==> config.mk <==
export PLATFORM = sky130hd
export DESIGN_NAME = dbh_host
export DESIGN_NICKNAME = d
export VERILOG_FILES = /design/src/dbh_pkg.sv /design/src/dbh_wr_if.sv /design/src/dbh_host.sv /design/src/dbh_strobe_gen.sv
export SDC_FILE = /design/constraint.sdc
export NUM_CORES = 1
export LEC_CHECK = 0
export ABC_AREA = 1
export BUFFER_PORTS_ARGS = -buffer_cell sky130_fd_sc_hd__buf_2
export CAP_MARGIN = 20
export CORE_ASPECT_RATIO = 0.75
export CORE_MARGIN = 8
export CORE_UTILIZATION = 40
export CTS_CLUSTER_SIZE = 30
export DETAILED_ROUTE_END_ITERATION = 10
export GPL_TIMING_DRIVEN = 0
export PLACE_DENSITY_LB_ADDON = 0.2
export SYNTH_ARGS = -nofsm -noshare
export SYNTH_HDL_FRONTEND = slang
export SYNTH_SLANG_ARGS = --single-unit
==> constraint.sdc <==
create_clock -name clk_in -period 3.25 [get_ports clk_in]
set_input_delay 0.975 -clock clk_in [delete_from_list [all_inputs] [get_ports clk_in]]
set_output_delay 0.975 -clock clk_in [all_outputs]
set_load 0.01 [all_outputs]
==> src/dbh_pkg.sv <==
// package: modes, pin field positions and write cycle timing for the converter host
package dbh_pkg;

	// ==========================================================
	// command modes
	typedef enum logic [2:0] {
		DBH_MODE_NIBBLE,
		DBH_MODE_BYTE_RIGHT,
		DBH_MODE_BYTE_LEFT,
		DBH_MODE_WORD,
		DBH_MODE_UPDATE_ALL
	} dbh_mode_type;

	// ==========================================================
	// nibble enable positions (active high inside, inverted at the pins)
	localparam int unsigned DBH_NIB_HI  = 2;
	localparam int unsigned DBH_NIB_MID = 1;
	localparam int unsigned DBH_NIB_LO  = 0;
	localparam int unsigned DBH_NIBS    = 3;
	localparam int unsigned DBH_DATA_W  = 12;
	localparam int unsigned DBH_NUM_DACS = 4;

	localparam logic [2:0] DBH_NIB_NONE    = 3'h0;
	localparam logic [2:0] DBH_NIB_ALL     = 3'h7;
	localparam logic [2:0] DBH_NIB_HI_M    = 3'h4;
	localparam logic [2:0] DBH_NIB_MID_M   = 3'h2;
	localparam logic [2:0] DBH_NIB_LO_M    = 3'h1;
	localparam logic [2:0] DBH_NIB_LOBYTE  = 3'h3;
	localparam logic [2:0] DBH_NIB_HIBYTE  = 3'h6;

	// ==========================================================
	// write cycle timing
	localparam int unsigned DBH_CLK_NS    = 10;
	localparam int unsigned DBH_SETUP_NS  = 10;
	localparam int unsigned DBH_STROBE_NS = 50;
	localparam int unsigned DBH_HOLD_NS   = 10;
	localparam int unsigned DBH_CNT_W     = 8;

	localparam logic [DBH_CNT_W-1:0] DBH_SETUP_CYC =
		DBH_CNT_W'((DBH_SETUP_NS + DBH_CLK_NS - 1) / DBH_CLK_NS);
	localparam logic [DBH_CNT_W-1:0] DBH_STROBE_CYC =
		DBH_CNT_W'((DBH_STROBE_NS + DBH_CLK_NS - 1) / DBH_CLK_NS);
	localparam logic [DBH_CNT_W-1:0] DBH_HOLD_CYC =
		DBH_CNT_W'((DBH_HOLD_NS + DBH_CLK_NS - 1) / DBH_CLK_NS);

	localparam logic [1:0] DBH_STEP_W0 = 2'h0;
	localparam logic [1:0] DBH_STEP_W1 = 2'h1;
	localparam logic [1:0] DBH_STEP_W2 = 2'h2;

endpackage

==> src/dbh_wr_if.sv <==
// interface: one pin write request from the command sequencer to the strobe generator
`timescale 1ns/1ps
`default_nettype none
interface dbh_wr_if #(
	parameter int unsigned NUM_DACS = 4
);
	logic                req;
	logic                busy;
	logic [2:0]          nib;
	logic [NUM_DACS-1:0] tgt;
	logic [NUM_DACS-1:0] converter_load_enable_n;
	logic [11:0]         data;

	modport ctrl (output req, output nib, output tgt, output converter_load_enable_n, output data, input busy);
	modport seq  (input req, input nib, input tgt, input converter_load_enable_n, input data, output busy);
endinterface
`default_nettype wire

==> src/dbh_host.sv <==
// module: host controller that loads double-buffered 12-bit converters through their pins
// Function
// - host forms strobe from select and write
// - several enables in one write allowed
// - 4-bit bus: four locations per converter
// - 8-bit bus: two byte writes per word
// - base select plus two low address bits
// - right-justified: low byte, then high+transfer
// - left-justified: two writes, last transfers
// - four converters use eight byte addresses
// - ninth address loads every converter together
// - last-loaded converter low nibble updates all
// - wide bus: all nibble enables held low
// - wide bus: load enable from decoder, strobed
`timescale 1ns/1ps
`default_nettype none
module dbh_host #(
	parameter int unsigned NUM_DACS       = dbh_pkg::DBH_NUM_DACS,
	parameter bit          LAST_LOADS_ALL = 1'b0,
	parameter int unsigned TGT_W          = (NUM_DACS > 1) ? $clog2(NUM_DACS) : 1
) (
	// clock and reset
	input  wire logic                  clk_in,
	input  wire logic                  rst_in,
	// command port
	input  wire logic                  cmd_valid_in,
	input  wire dbh_pkg::dbh_mode_type cmd_mode_in,
	input  wire logic [TGT_W-1:0]      cmd_target_in,
	input  wire logic [11:0]           cmd_word_in,
	input  wire logic                  cmd_load_in,
	output var  logic                  cmd_ready_out,
	output var  logic                  cmd_done_out,
	// converter pins
	output var  logic                  write_strobe_n_out,
	output var  logic [3*NUM_DACS-1:0] nibble_enable_n_out,
	output var  logic [NUM_DACS-1:0]   converter_load_enable_n_out,
	output var  logic [11:0]           data_inputs_out
);
	import dbh_pkg::*;

	typedef struct packed {
		logic [2:0] nib;
		logic       converter_load_enable_n;
		logic       last;
	} dbh_step_type;

	typedef enum logic [1:0] {DBH_ST_IDLE, DBH_ST_ISSUE, DBH_ST_WAIT} dbh_st_type;

	// ==========================================================
	// write plan per mode; all modes drive the whole word on the data pins and
	// only the enabled nibbles take it
	function automatic dbh_step_type plan_step(input dbh_mode_type mode,
						   input logic [1:0] step, input logic load);
		dbh_step_type s;
		s = '{nib: DBH_NIB_NONE, converter_load_enable_n: 1'b0, last: 1'b1};
		unique case (mode)
			DBH_MODE_NIBBLE: begin
				// one location per latch, load enable on the fourth
				if (step == DBH_STEP_W0) begin
					s = '{nib: DBH_NIB_HI_M, converter_load_enable_n: 1'b0, last: 1'b0};
				end else if (step == DBH_STEP_W1) begin
					s = '{nib: DBH_NIB_MID_M, converter_load_enable_n: 1'b0, last: 1'b0};
				end else if (step == DBH_STEP_W2) begin
					s = '{nib: DBH_NIB_LO_M, converter_load_enable_n: 1'b0, last: !load};
				end else begin
					s = '{nib: DBH_NIB_NONE, converter_load_enable_n: 1'b1, last: 1'b1};
				end
			end
			DBH_MODE_BYTE_RIGHT: begin
				// low byte first, high nibble together with the transfer
				if (step == DBH_STEP_W0) begin
					s = '{nib: DBH_NIB_LOBYTE, converter_load_enable_n: 1'b0, last: 1'b0};
				end else begin
					s = '{nib: DBH_NIB_HI_M, converter_load_enable_n: load, last: 1'b1};
				end
			end
			DBH_MODE_BYTE_LEFT: begin
				if (step == DBH_STEP_W0) begin
					s = '{nib: DBH_NIB_HIBYTE, converter_load_enable_n: 1'b0, last: 1'b0};
				end else begin
					s = '{nib: DBH_NIB_LO_M, converter_load_enable_n: load, last: 1'b1};
				end
			end
			DBH_MODE_WORD: begin
				s = '{nib: DBH_NIB_ALL, converter_load_enable_n: load, last: 1'b1};
			end
			DBH_MODE_UPDATE_ALL: begin
				s = '{nib: DBH_NIB_NONE, converter_load_enable_n: 1'b1, last: 1'b1};
			end
			default: begin
				s = '{nib: DBH_NIB_NONE, converter_load_enable_n: 1'b0, last: 1'b1};
			end
		endcase
		return s;
	endfunction

	dbh_wr_if #(.NUM_DACS(NUM_DACS)) wr ();

	dbh_st_type            st_q, st_d;
	logic [1:0]            step_q, step_d;
	dbh_mode_type          mode_q, mode_d;
	logic [TGT_W-1:0]      tgt_q, tgt_d;
	logic [11:0]           word_q, word_d;
	logic                  load_q, load_d;
	logic                  ready_q, ready_d;
	logic                  done_q, done_d;
	dbh_step_type          cur;
	logic [NUM_DACS-1:0]   tgt_oh;

	// ==========================================================
	// sequencer
	always_comb begin
		cur    = plan_step(mode_q, step_q, load_q);
		tgt_oh = '0;
		tgt_oh[tgt_q] = 1'b1;
		st_d   = st_q;
		step_d = step_q;
		mode_d = mode_q;
		tgt_d  = tgt_q;
		word_d = word_q;
		load_d = load_q;
		done_d = 1'b0;
		unique case (st_q)
			DBH_ST_IDLE: begin
				if (cmd_valid_in && ready_q) begin
					mode_d = cmd_mode_in;
					tgt_d  = cmd_target_in;
					word_d = cmd_word_in;
					// without load the word only waits in the input latches
					load_d = cmd_load_in;
					step_d = DBH_STEP_W0;
					st_d   = DBH_ST_ISSUE;
				end
			end
			DBH_ST_ISSUE: begin
				st_d = DBH_ST_WAIT;
			end
			DBH_ST_WAIT: begin
				if (!wr.busy) begin
					if (cur.last) begin
						done_d = 1'b1;
						st_d   = DBH_ST_IDLE;
					end else begin
						step_d = step_q + 2'h1;
						st_d   = DBH_ST_ISSUE;
					end
				end
			end
			default: begin
				st_d = DBH_ST_IDLE;
			end
		endcase
		ready_d = (st_d == DBH_ST_IDLE);
	end

	// ==========================================================
	// write request toward the strobe generator
	always_comb begin
		wr.req  = (st_q == DBH_ST_ISSUE);
		wr.nib  = cur.nib;
		wr.tgt  = (mode_q == DBH_MODE_UPDATE_ALL) ? '0 : tgt_oh;
		wr.data = word_q;
		wr.converter_load_enable_n = '0;
		if (cur.converter_load_enable_n) begin
			// broadcast reaches all converters in one strobe
			wr.converter_load_enable_n = (mode_q == DBH_MODE_UPDATE_ALL) ? '1 : tgt_oh;
		end
		// shared load line tied to the last converter's low nibble enable
		if (LAST_LOADS_ALL && tgt_oh[NUM_DACS-1] && cur.nib[DBH_NIB_LO]
		    && mode_q != DBH_MODE_UPDATE_ALL) begin
			wr.converter_load_enable_n = '1;
		end
	end

	// ==========================================================
	// registers
	always_ff @(posedge clk_in) begin
		if (rst_in) begin
			st_q    <= DBH_ST_IDLE;
			step_q  <= DBH_STEP_W0;
			mode_q  <= DBH_MODE_WORD;
			tgt_q   <= '0;
			word_q  <= '0;
			load_q  <= 1'b0;
			ready_q <= 1'b0;
			done_q  <= 1'b0;
		end else begin
			st_q    <= st_d;
			step_q  <= step_d;
			mode_q  <= mode_d;
			tgt_q   <= tgt_d;
			word_q  <= word_d;
			load_q  <= load_d;
			ready_q <= ready_d;
			done_q  <= done_d;
		end
	end

	assign cmd_ready_out = ready_q;
	assign cmd_done_out  = done_q;

	dbh_strobe_gen #(
		.NUM_DACS(NUM_DACS)
	) u_strobe (
		.clk_in                      (clk_in),
		.rst_in                      (rst_in),
		.wr                          (wr.seq),
		.write_strobe_n_out          (write_strobe_n_out),
		.nibble_enable_n_out         (nibble_enable_n_out),
		.converter_load_enable_n_out (converter_load_enable_n_out),
		.data_inputs_out             (data_inputs_out)
	);
endmodule
`default_nettype wire

==> src/dbh_strobe_gen.sv <==
// module: drives one converter write cycle (setup, strobe low, hold) on the pins
`timescale 1ns/1ps
`default_nettype none
module dbh_strobe_gen #(
	parameter int unsigned NUM_DACS = 4
) (
	// clock and reset
	input  wire logic              clk_in,
	input  wire logic              rst_in,
	// request from the sequencer
	dbh_wr_if.seq                  wr,
	// converter pins
	output var logic               write_strobe_n_out,
	output var logic [3*NUM_DACS-1:0] nibble_enable_n_out,
	output var logic [NUM_DACS-1:0] converter_load_enable_n_out,
	output var logic [11:0]        data_inputs_out
);
	import dbh_pkg::*;

	typedef enum logic [1:0] {DBH_SG_IDLE, DBH_SG_SETUP, DBH_SG_STROBE, DBH_SG_HOLD} dbh_sg_type;

	dbh_sg_type                st_q, st_d;
	logic [DBH_CNT_W-1:0]      cnt_q, cnt_d;
	logic                      wr_n_q, wr_n_d;
	logic [3*NUM_DACS-1:0]     nib_n_q, nib_n_d;
	logic [NUM_DACS-1:0]       ld_n_q, ld_n_d;
	logic [11:0]               data_q, data_d;

	// ==========================================================
	// next state
	always_comb begin
		st_d   = st_q;
		cnt_d  = cnt_q;
		wr_n_d = wr_n_q;
		nib_n_d = nib_n_q;
		ld_n_d = ld_n_q;
		data_d = data_q;
		unique case (st_q)
			DBH_SG_IDLE: begin
				if (wr.req) begin
					// enables and data settle before the strobe falls
					for (int i = 0; i < NUM_DACS; i++) begin
						nib_n_d[3*i +: 3] = wr.tgt[i] ? ~wr.nib : DBH_NIB_ALL;
					end
					ld_n_d = ~wr.converter_load_enable_n;
					data_d = wr.data;
					cnt_d  = DBH_SETUP_CYC;
					st_d   = DBH_SG_SETUP;
				end
			end
			DBH_SG_SETUP: begin
				cnt_d = cnt_q - 1'b1;
				if (cnt_q == 1) begin
					wr_n_d = 1'b0;
					cnt_d  = DBH_STROBE_CYC;
					st_d   = DBH_SG_STROBE;
				end
			end
			DBH_SG_STROBE: begin
				cnt_d = cnt_q - 1'b1;
				if (cnt_q == 1) begin
					// latches close on this rising edge, so data must still stand
					wr_n_d = 1'b1;
					cnt_d  = DBH_HOLD_CYC;
					st_d   = DBH_SG_HOLD;
				end
			end
			DBH_SG_HOLD: begin
				cnt_d = cnt_q - 1'b1;
				if (cnt_q == 1) begin
					nib_n_d = '1;
					ld_n_d  = '1;
					st_d    = DBH_SG_IDLE;
				end
			end
		endcase
	end

	// ==========================================================
	// registers
	always_ff @(posedge clk_in) begin
		if (rst_in) begin
			st_q    <= DBH_SG_IDLE;
			cnt_q   <= '0;
			wr_n_q  <= 1'b1;
			nib_n_q <= '1;
			ld_n_q  <= '1;
			data_q  <= '0;
		end else begin
			st_q    <= st_d;
			cnt_q   <= cnt_d;
			wr_n_q  <= wr_n_d;
			nib_n_q <= nib_n_d;
			ld_n_q  <= ld_n_d;
			data_q  <= data_d;
		end
	end

	assign wr.busy                     = (st_q != DBH_SG_IDLE);
	assign write_strobe_n_out          = wr_n_q;
	assign nibble_enable_n_out         = nib_n_q;
	assign converter_load_enable_n_out = ld_n_q;
	assign data_inputs_out             = data_q;
endmodule
`default_nettype wire

==> results.py, run 1 <==
metrics = {
    "status": {
        "status": "finished, final reports clean",
    },
    "critical_path": {
        "required_ns": 3.46,
        "crit_path_max_fanout": 10,
        "r2r_start": "u_strobe.st_q[0]",
        "crit_type": "reg2reg",
        "cp-end-kind": "register",
        "cp_data_arrival_time_ns": 2.03,
        "startpoint": "u_strobe.st_q[0]",
        "cp-start-kind": "register",
    },
    "synthesis": {
        "synth.avg_cell_area_sq_um": 7.375,
        "synthesis.area_sq_um": 2943,
        "synth.distinct_cells": 35,
        "synth-edff-count": 0,
        "synth_fp_nets": 431,
        "yosys.area.top_type": "dfxtp_1",
        "synth-seq-cells": 63,
        "synthTopCellsByArea": "dfxtp_1 (43%), nand2_1 (12%), nand3_1 (7.0%)",
        "synthFlopType": "dfxtp_1",
        "ys_top_cells_by_count": "nand2_1 (95), dfxtp_1 (63), nand3_1 (41)",
        "synthArstFlopShare_pct": 0,
        "yosys.area.top_type_share_pct": 42.86,
        "ys_seq_area_share_pct": 42.86,
        "synth_warnings": 0,
        "synth.most_common_cell": "nand2_1",
        "syn-instance-count": 399,
    },
    "timing": {
        "rsz0062_at_grt": "no",
        "setup_viol": 0,
        "final_hold_viol_count": 0,
        "final_max_slew_viol_count": 0,
        "final.setup.tns_ns": 0,
        "period_needed_ns": 1.822,
        "worstMarginPinSlew_ns": 0.5278,
        "fmax_mhz": 548.9,
        "period_share_pct": 56.06,
        "fin_skew_ns": 0.007008,
        "relSlewSlack_pct": 64.81,
    },
    "die": {
        "die-area_sq_um": 10390,
        "row_count": 27,
        "die_height_um": 90.28,
        "initial_core_util_pct": 40.71,
        "die-width_um": 115.0,
        "core_area_sq_um": 7229,
        "ios": 52,
    },
    "clocking": {
        "cts_resized": 0,
        "cts.clk_slew.worst_paths_ns": 0.08,
        "cts_hold_buf": 0,
        "cts_root_buffer": "clkbuf_8",
        "cts_tree": "done",
        "cts_setup_buffers": 0,
        "cts.htree.levels": 3,
        "clk_latency_ns": 0.34,
        "clock-sinks": 63,
        "cts_buffers": 9,
        "cts_buffer_depth": 2,
    },
    "placed_design": {
        "placedCellCount": 551,
        "hpwl_um": 5301,
        "gp_congestion": 0.9213,
        "io_buffers": 51,
    },
    "drt": {
        "wl_per_cell_um": 12.52,
        "wl_um": 7097,
        "vias": 2708,
        "drtIter0Drc": 104,
        "drc": 0,
        "vias_per_cell": 4.776,
        "antenna_left": 0,
        "drtPass1Iterations": 4,
    },
    "worst_hold_path": {
        "hold_start": "u_strobe.converter_load_enable_n_out[3]",
        "min_path_type": "reg2reg",
    },
    "power_and_ir_drop": {
        "leakage_nw": 1.527,
        "vdd_ir_drop_max_uv": 297.1,
        "power_density_nw_per_um2": 783.6,
    },
    "grt": {
        "antenna_found_initial": 0,
        "grt.total_usage_pct": 14.36,
        "grt_max_degree": 14,
        "grt-ovfl-total": 0,
        "grt_pass1_vias": 2604,
        "grt_pass1_wl_um": 12090,
    },
    "cells_and_area": {
        "final_cells": 567,
        "nNetsFinal": 493,
        "drive_gt1_share_pct": 19.74,
        "syn_to_final_growth_pct": 19.09,
        "antenna_cells": 0,
        "fill_cells": 762,
    },
    "run": {
        "cap_viol_max_count": 0,
    },
}
report_power, final:
part	switching [mW]	total [mW]	internal, mW	leakage, nW
Combinational	0.688	1.12	0.427	0.932
Clock	0.341	0.624	0.282	0.0785
Sequential	0.0940	1.01	0.913	0.516
logic make-up after synthesis:
kind of cell	count (synthesis)	share of synthesized area, %
adders and majority gates	11	4.677
DFF	63	42.86
AOI/OAI and AO/OA	78	14.33
and+or+nand+nor	194	29.29
xor gates and xnor gates	5	1.488
buffers and inverters	48	7.355
cell type report:
class | count | area [sq um] | area share, %
multi-input combinational | 288 | 1465 | 41.81
sequential | 63 | 1261 | 35.99
timing repair buffer | 51 | 255.2 | 7.283
tap | 101 | 126.4 | 3.606
clock buffer | 9 | 123.9 | 3.534
inverter | 30 | 112.6 | 3.213
buffer | 18 | 103.9 | 2.963
clock inverter | 7 | 56.30 | 1.607
placed cells by master (no fill, tap or decap), types with 2 or more instances in the layout:
| cell | synthesis | layout |
|---|---|---|
| a21oi_1 | 40 | 40 |
| a21oi_2 | 2 | 2 |
| buf_2 | 1 | 52 |
| buf_6 | 2 | 2 |
| clkbuf_1 | 11 | 11 |
| clkbuf_8 | 0 | 9 |
| clkinvlp_4 | 0 | 4 |
| dfxtp_1 | 63 | 63 |
| ha_1 | 11 | 11 |
| inv_1 | 25 | 25 |
| inv_2 | 5 | 5 |
| inv_6 | 0 | 2 |
| nand2_1 | 95 | 95 |
| nand2_2 | 3 | 3 |
| nand3_1 | 41 | 41 |
| nand4_1 | 4 | 4 |
| nor2_1 | 40 | 40 |
| nor2_4 | 2 | 2 |
| nor3_1 | 3 | 3 |
| o211ai_1 | 2 | 2 |
| o21ai_0 | 29 | 29 |
| xnor2_1 | 2 | 2 |
| xor2_1 | 3 | 3 |
path summary, 6_finish.rpt:
kind / endpoint / slack, ns / cells after the start
max: u_strobe.nibble_enable_n_out[5] / 1.43 / 11
min: u_strobe.converter_load_enable_n_out[3] / 0.45 / 2
max reg2reg: u_strobe.nibble_enable_n_out[5] / 1.43 / 11
min reg2reg: u_strobe.converter_load_enable_n_out[3] / 0.45 / 2
registers in the layout (all words and copies together), names as in the netlist:
name and flops:
cmd_ready_out 1, cmd_done_out 1, word_q 12, u_strobe.cnt_q 8, tgt_q 2, u_strobe.converter_load_enable_n_out 4
u_strobe.data_inputs_out 12, u_strobe.st_q 2, u_strobe.nibble_enable_n_out 12, mode_q 3, step_q 2, u_strobe.write_strobe_n_out 1
load_q 1, st_q 2
metal layers:
layer / global-route usage [%] / share of wire, % / vias up
met4: 3.926 / 0.99 / 0
li1: - / - / 1432
met1: 19.02 / 52 / 1213
met2: 21.66 / 42 / 54
met3: 4.743 / 5.0 / 9
met5: 0 / 0 / -
critical path, cell delays in order (launching register included):
cell,delay (ns)
dfxtp_1,0.36
inv_1,0.09
ha_1,0.22
buf_6,0.14
inv_2,0.20
nor2_8,0.09
inv_1,0.10
nand2_2,0.07
buf_6,0.14
buf_8,0.13
nand2_1,0.07
o211ai_2,0.07
through the flow:
step                power, mW  area (sq um)  setup slack, ns  hold slack (ns)  utilization, %
floorplan               1.876          2943            1.594           0.4437               -
global placement        2.124          3324            1.223           0.4418           45.98
CTS                     2.767          3505            1.416           0.4601           48.48
detailed placement      2.141          3324            1.242           0.4427           45.98
global route            2.971          3505            1.299           0.4775           48.48
finish                  2.746          3505            1.428           0.4541           48.48
Power figures use the tool's default switching activity.
==> inputs of run 2 (changes only) <==
==> constraint.sdc (replaced) <==
create_clock -name clk_in -period 1.5 [get_ports clk_in]
set_input_delay 0.45 -clock clk_in [delete_from_list [all_inputs] [get_ports clk_in]]
set_output_delay 0.45 -clock clk_in [all_outputs]
set_load 0.01 [all_outputs]
==> results.py, run 2 (synthesis gave the netlist of run 1 again) <==
metrics = {
    "critical_path": {
        "crit_path_max_fanout": 5,
        "required_ns": 1.70,
        "cp-start-kind": "register",
        "critPathMaxStageDelay_ns": 0.32,
        "cp_data_arrival_time_ns": 1.75,
        "cp-end-kind": "register",
        "slowest_stage": "dfxtp_2",
        "cp_cell_sequence": "inv_2, ha_4, inv_2, nor3_4, nand2_4, o21ai_2, nand2_2, buf_6, buf_8, nand2_2, o211ai_2",
        "crit_type": "reg2reg",
    },
    "timing": {
        "final_hold_viol_count": 0,
        "period_needed_ns": 1.558,
        "setup_viol": 16,
        "final.setup.tns_ns": -0.5218,
        "worstMarginPinSlew_ns": 0.6772,
        "period_share_pct": 103.9,
        "holdWs_ns": 0.3017,
        "setup_ws_ns": -0.05831,
        "fmax_mhz": 641.7,
        "fin_skew_ns": 0.008592,
        "rsz0062_at_grt": "yes",
        "final_max_slew_viol_count": 0,
        "relSlewSlack_pct": 54.85,
    },
    "run": {
        "cap_viol_max_count": 0,
    },
    "drt": {
        "vias": 2934,
        "drtIter0Drc": 152,
        "wl_per_cell_um": 14.46,
        "antenna_left": 0,
        "wl_um": 8501,
        "vias_per_cell": 4.990,
        "drtPass1Iterations": 5,
        "drc": 0,
    },
    "power_and_ir_drop": {
        "switching_share_pct": 40.47,
        "power.switching_mw": 2.959,
        "internal_power_mw": 4.353,
        "power_density_nw_per_um2": 1809,
        "power_frac_clock_pct": 19.9,
        "pwr-share-comb_pct": 49.2,
        "seq_power_share_pct": 30.9,
        "vdd_ir_drop_max_uv": 593.5,
        "leakage_nw": 1.717,
    },
    "clocking": {
        "clock-sinks": 63,
        "cts.clk_slew.worst_paths_ns": 0.07,
        "cts_buffer_depth": 2,
        "clk_latency_ns": 0.35,
        "cts_buffers": 9,
        "cts_tree": "done",
        "cts_root_buffer": "clkbuf_8",
        "cts.htree.levels": 3,
    },
    "cells_and_area": {
        "seq_area_sq_um": 1275,
        "drive_gt1_share_pct": 38.40,
        "nNetsFinal": 514,
        "antenna_cells": 0,
        "layout_commonest_cell": "nand2_1",
        "syn_to_final_growth_pct": 37.33,
        "mostFrequentLayoutCells": "nand2_1 (70), dfxtp_1 (56), buf_2 (52)",
        "multi_input_area_sq_um": 1742,
        "fill_cells": 703,
    },
    "grt": {
        "antenna_found_initial": 0,
        "grt_pass1_vias": 2781,
        "grt-ovfl-total": 0,
        "grt_pass1_wl_um": 13500,
        "grt_max_degree": 13,
        "grt.total_usage_pct": 16.10,
    },
    "die": {
        "initial_core_util_pct": 40.71,
        "die-area_sq_um": 10390,
        "ios": 52,
        "row_count": 27,
        "core_area_sq_um": 7229,
        "die_height_um": 90.28,
        "die-width_um": 115.0,
    },
    "worst_hold_path": {
        "min_path_type": "in2reg",
    },
    "placed_design": {
        "io_buffers": 51,
        "hpwl_um": 5509,
        "gp_congestion": 0.9055,
    },
    "status": {
        "violations": "negative setup slack",
        "status": "finished, violations left",
    },
}
## run 2: cell types whose count changed in the layout (fill, tap and decap cells not counted), sizes merged
cell      before  now
clkbuf        22   23
inv           32   29
buf           56   78
bufinv         0    1
clkinv         1    3
clkinvlp       4    2
## run 2: power groups by stage
stage          Clock [mW]  Combinational (mW)  Sequential [mW]
2_1_floorplan           0                1.83             2.26
3_3_place_gp            0                2.42             2.22
3_5_place_dp            0                2.45             2.23
4_1_cts              1.49                2.98             2.23
5_1_grt              1.56                3.93             2.30
6_report             1.46                3.60             2.26
## run 2: critical path, delay by kind of cell, from the launching register on
family / cells / cell delay [ns]
AO/OA/AOI/OAI: 2 / 0.19
AND/OR/NAND/NOR: 4 / 0.39
buffers and inverters: 4 / 0.38
adder cells (fa/ha/maj): 1 / 0.12
flip-flops: 1 / 0.32
## run 2: per-stage QoR
step	instances	setup slack, ns	utilization, %	total power, mW	cell area [sq um]
2_1_floorplan	399	0.01388	-	4.094	2950
6_report	588	-0.05831	55.90	7.313	4041
5_1_grt	588	-0.1229	55.90	7.790	4041
3_3_place_gp	551	-0.1261	46.09	4.637	3332
3_5_place_dp	551	-0.1542	46.09	4.681	3332
4_1_cts	575	-0.1146	51.59	6.692	3730
## run 2: worst paths after layout
path                                     from                              end  slack [ns]  depth (start not counted)
hold reg to reg   u_strobe.data_inputs_out[6]      u_strobe.data_inputs_out[6]        0.46                          2
setup / recovery            u_strobe.cnt_q[1]  u_strobe.nibble_enable_n_out[5]       -0.06                         11
hold / removal                 cmd_mode_in[1]                        mode_q[1]        0.30                          3
setup reg to reg            u_strobe.cnt_q[1]  u_strobe.nibble_enable_n_out[5]       -0.06                         11
## run 2: layout make-up
class                   count  share of cell area [%]
multi-input cells         288                   43.10
flip-flops and latches     63                   31.55
repair buffers             73                   11.46
clock buffers              11                   3.251
inverters                  30                   3.220
well taps                 101                   3.127
plain buffers              17                   2.848
clock inverters             5                   1.455
## run 2: what timing repair did
item / CTS / global route
setup endpoints to repair: 33 / 45
buffers inserted: 6 / 13
resized for setup: 45 / 73
hold buffers: 0 / 0
pin swaps: 12 / 19
gates cloned: 3 / 0
## run 2: routing by layer
layer | wire length (um) | share of wire, % | up-vias | GRT usage [%]
met5 | 0 | 0 | - | 0
met4 | 93 | 1.1 | 0 | 4.362
met3 | 437 | 5.1 | 10 | 4.676
met2 | 3982 | 47 | 86 | 24.58
met1 | 3987 | 47 | 1363 | 21.47
li1 | - | - | 1475 | -
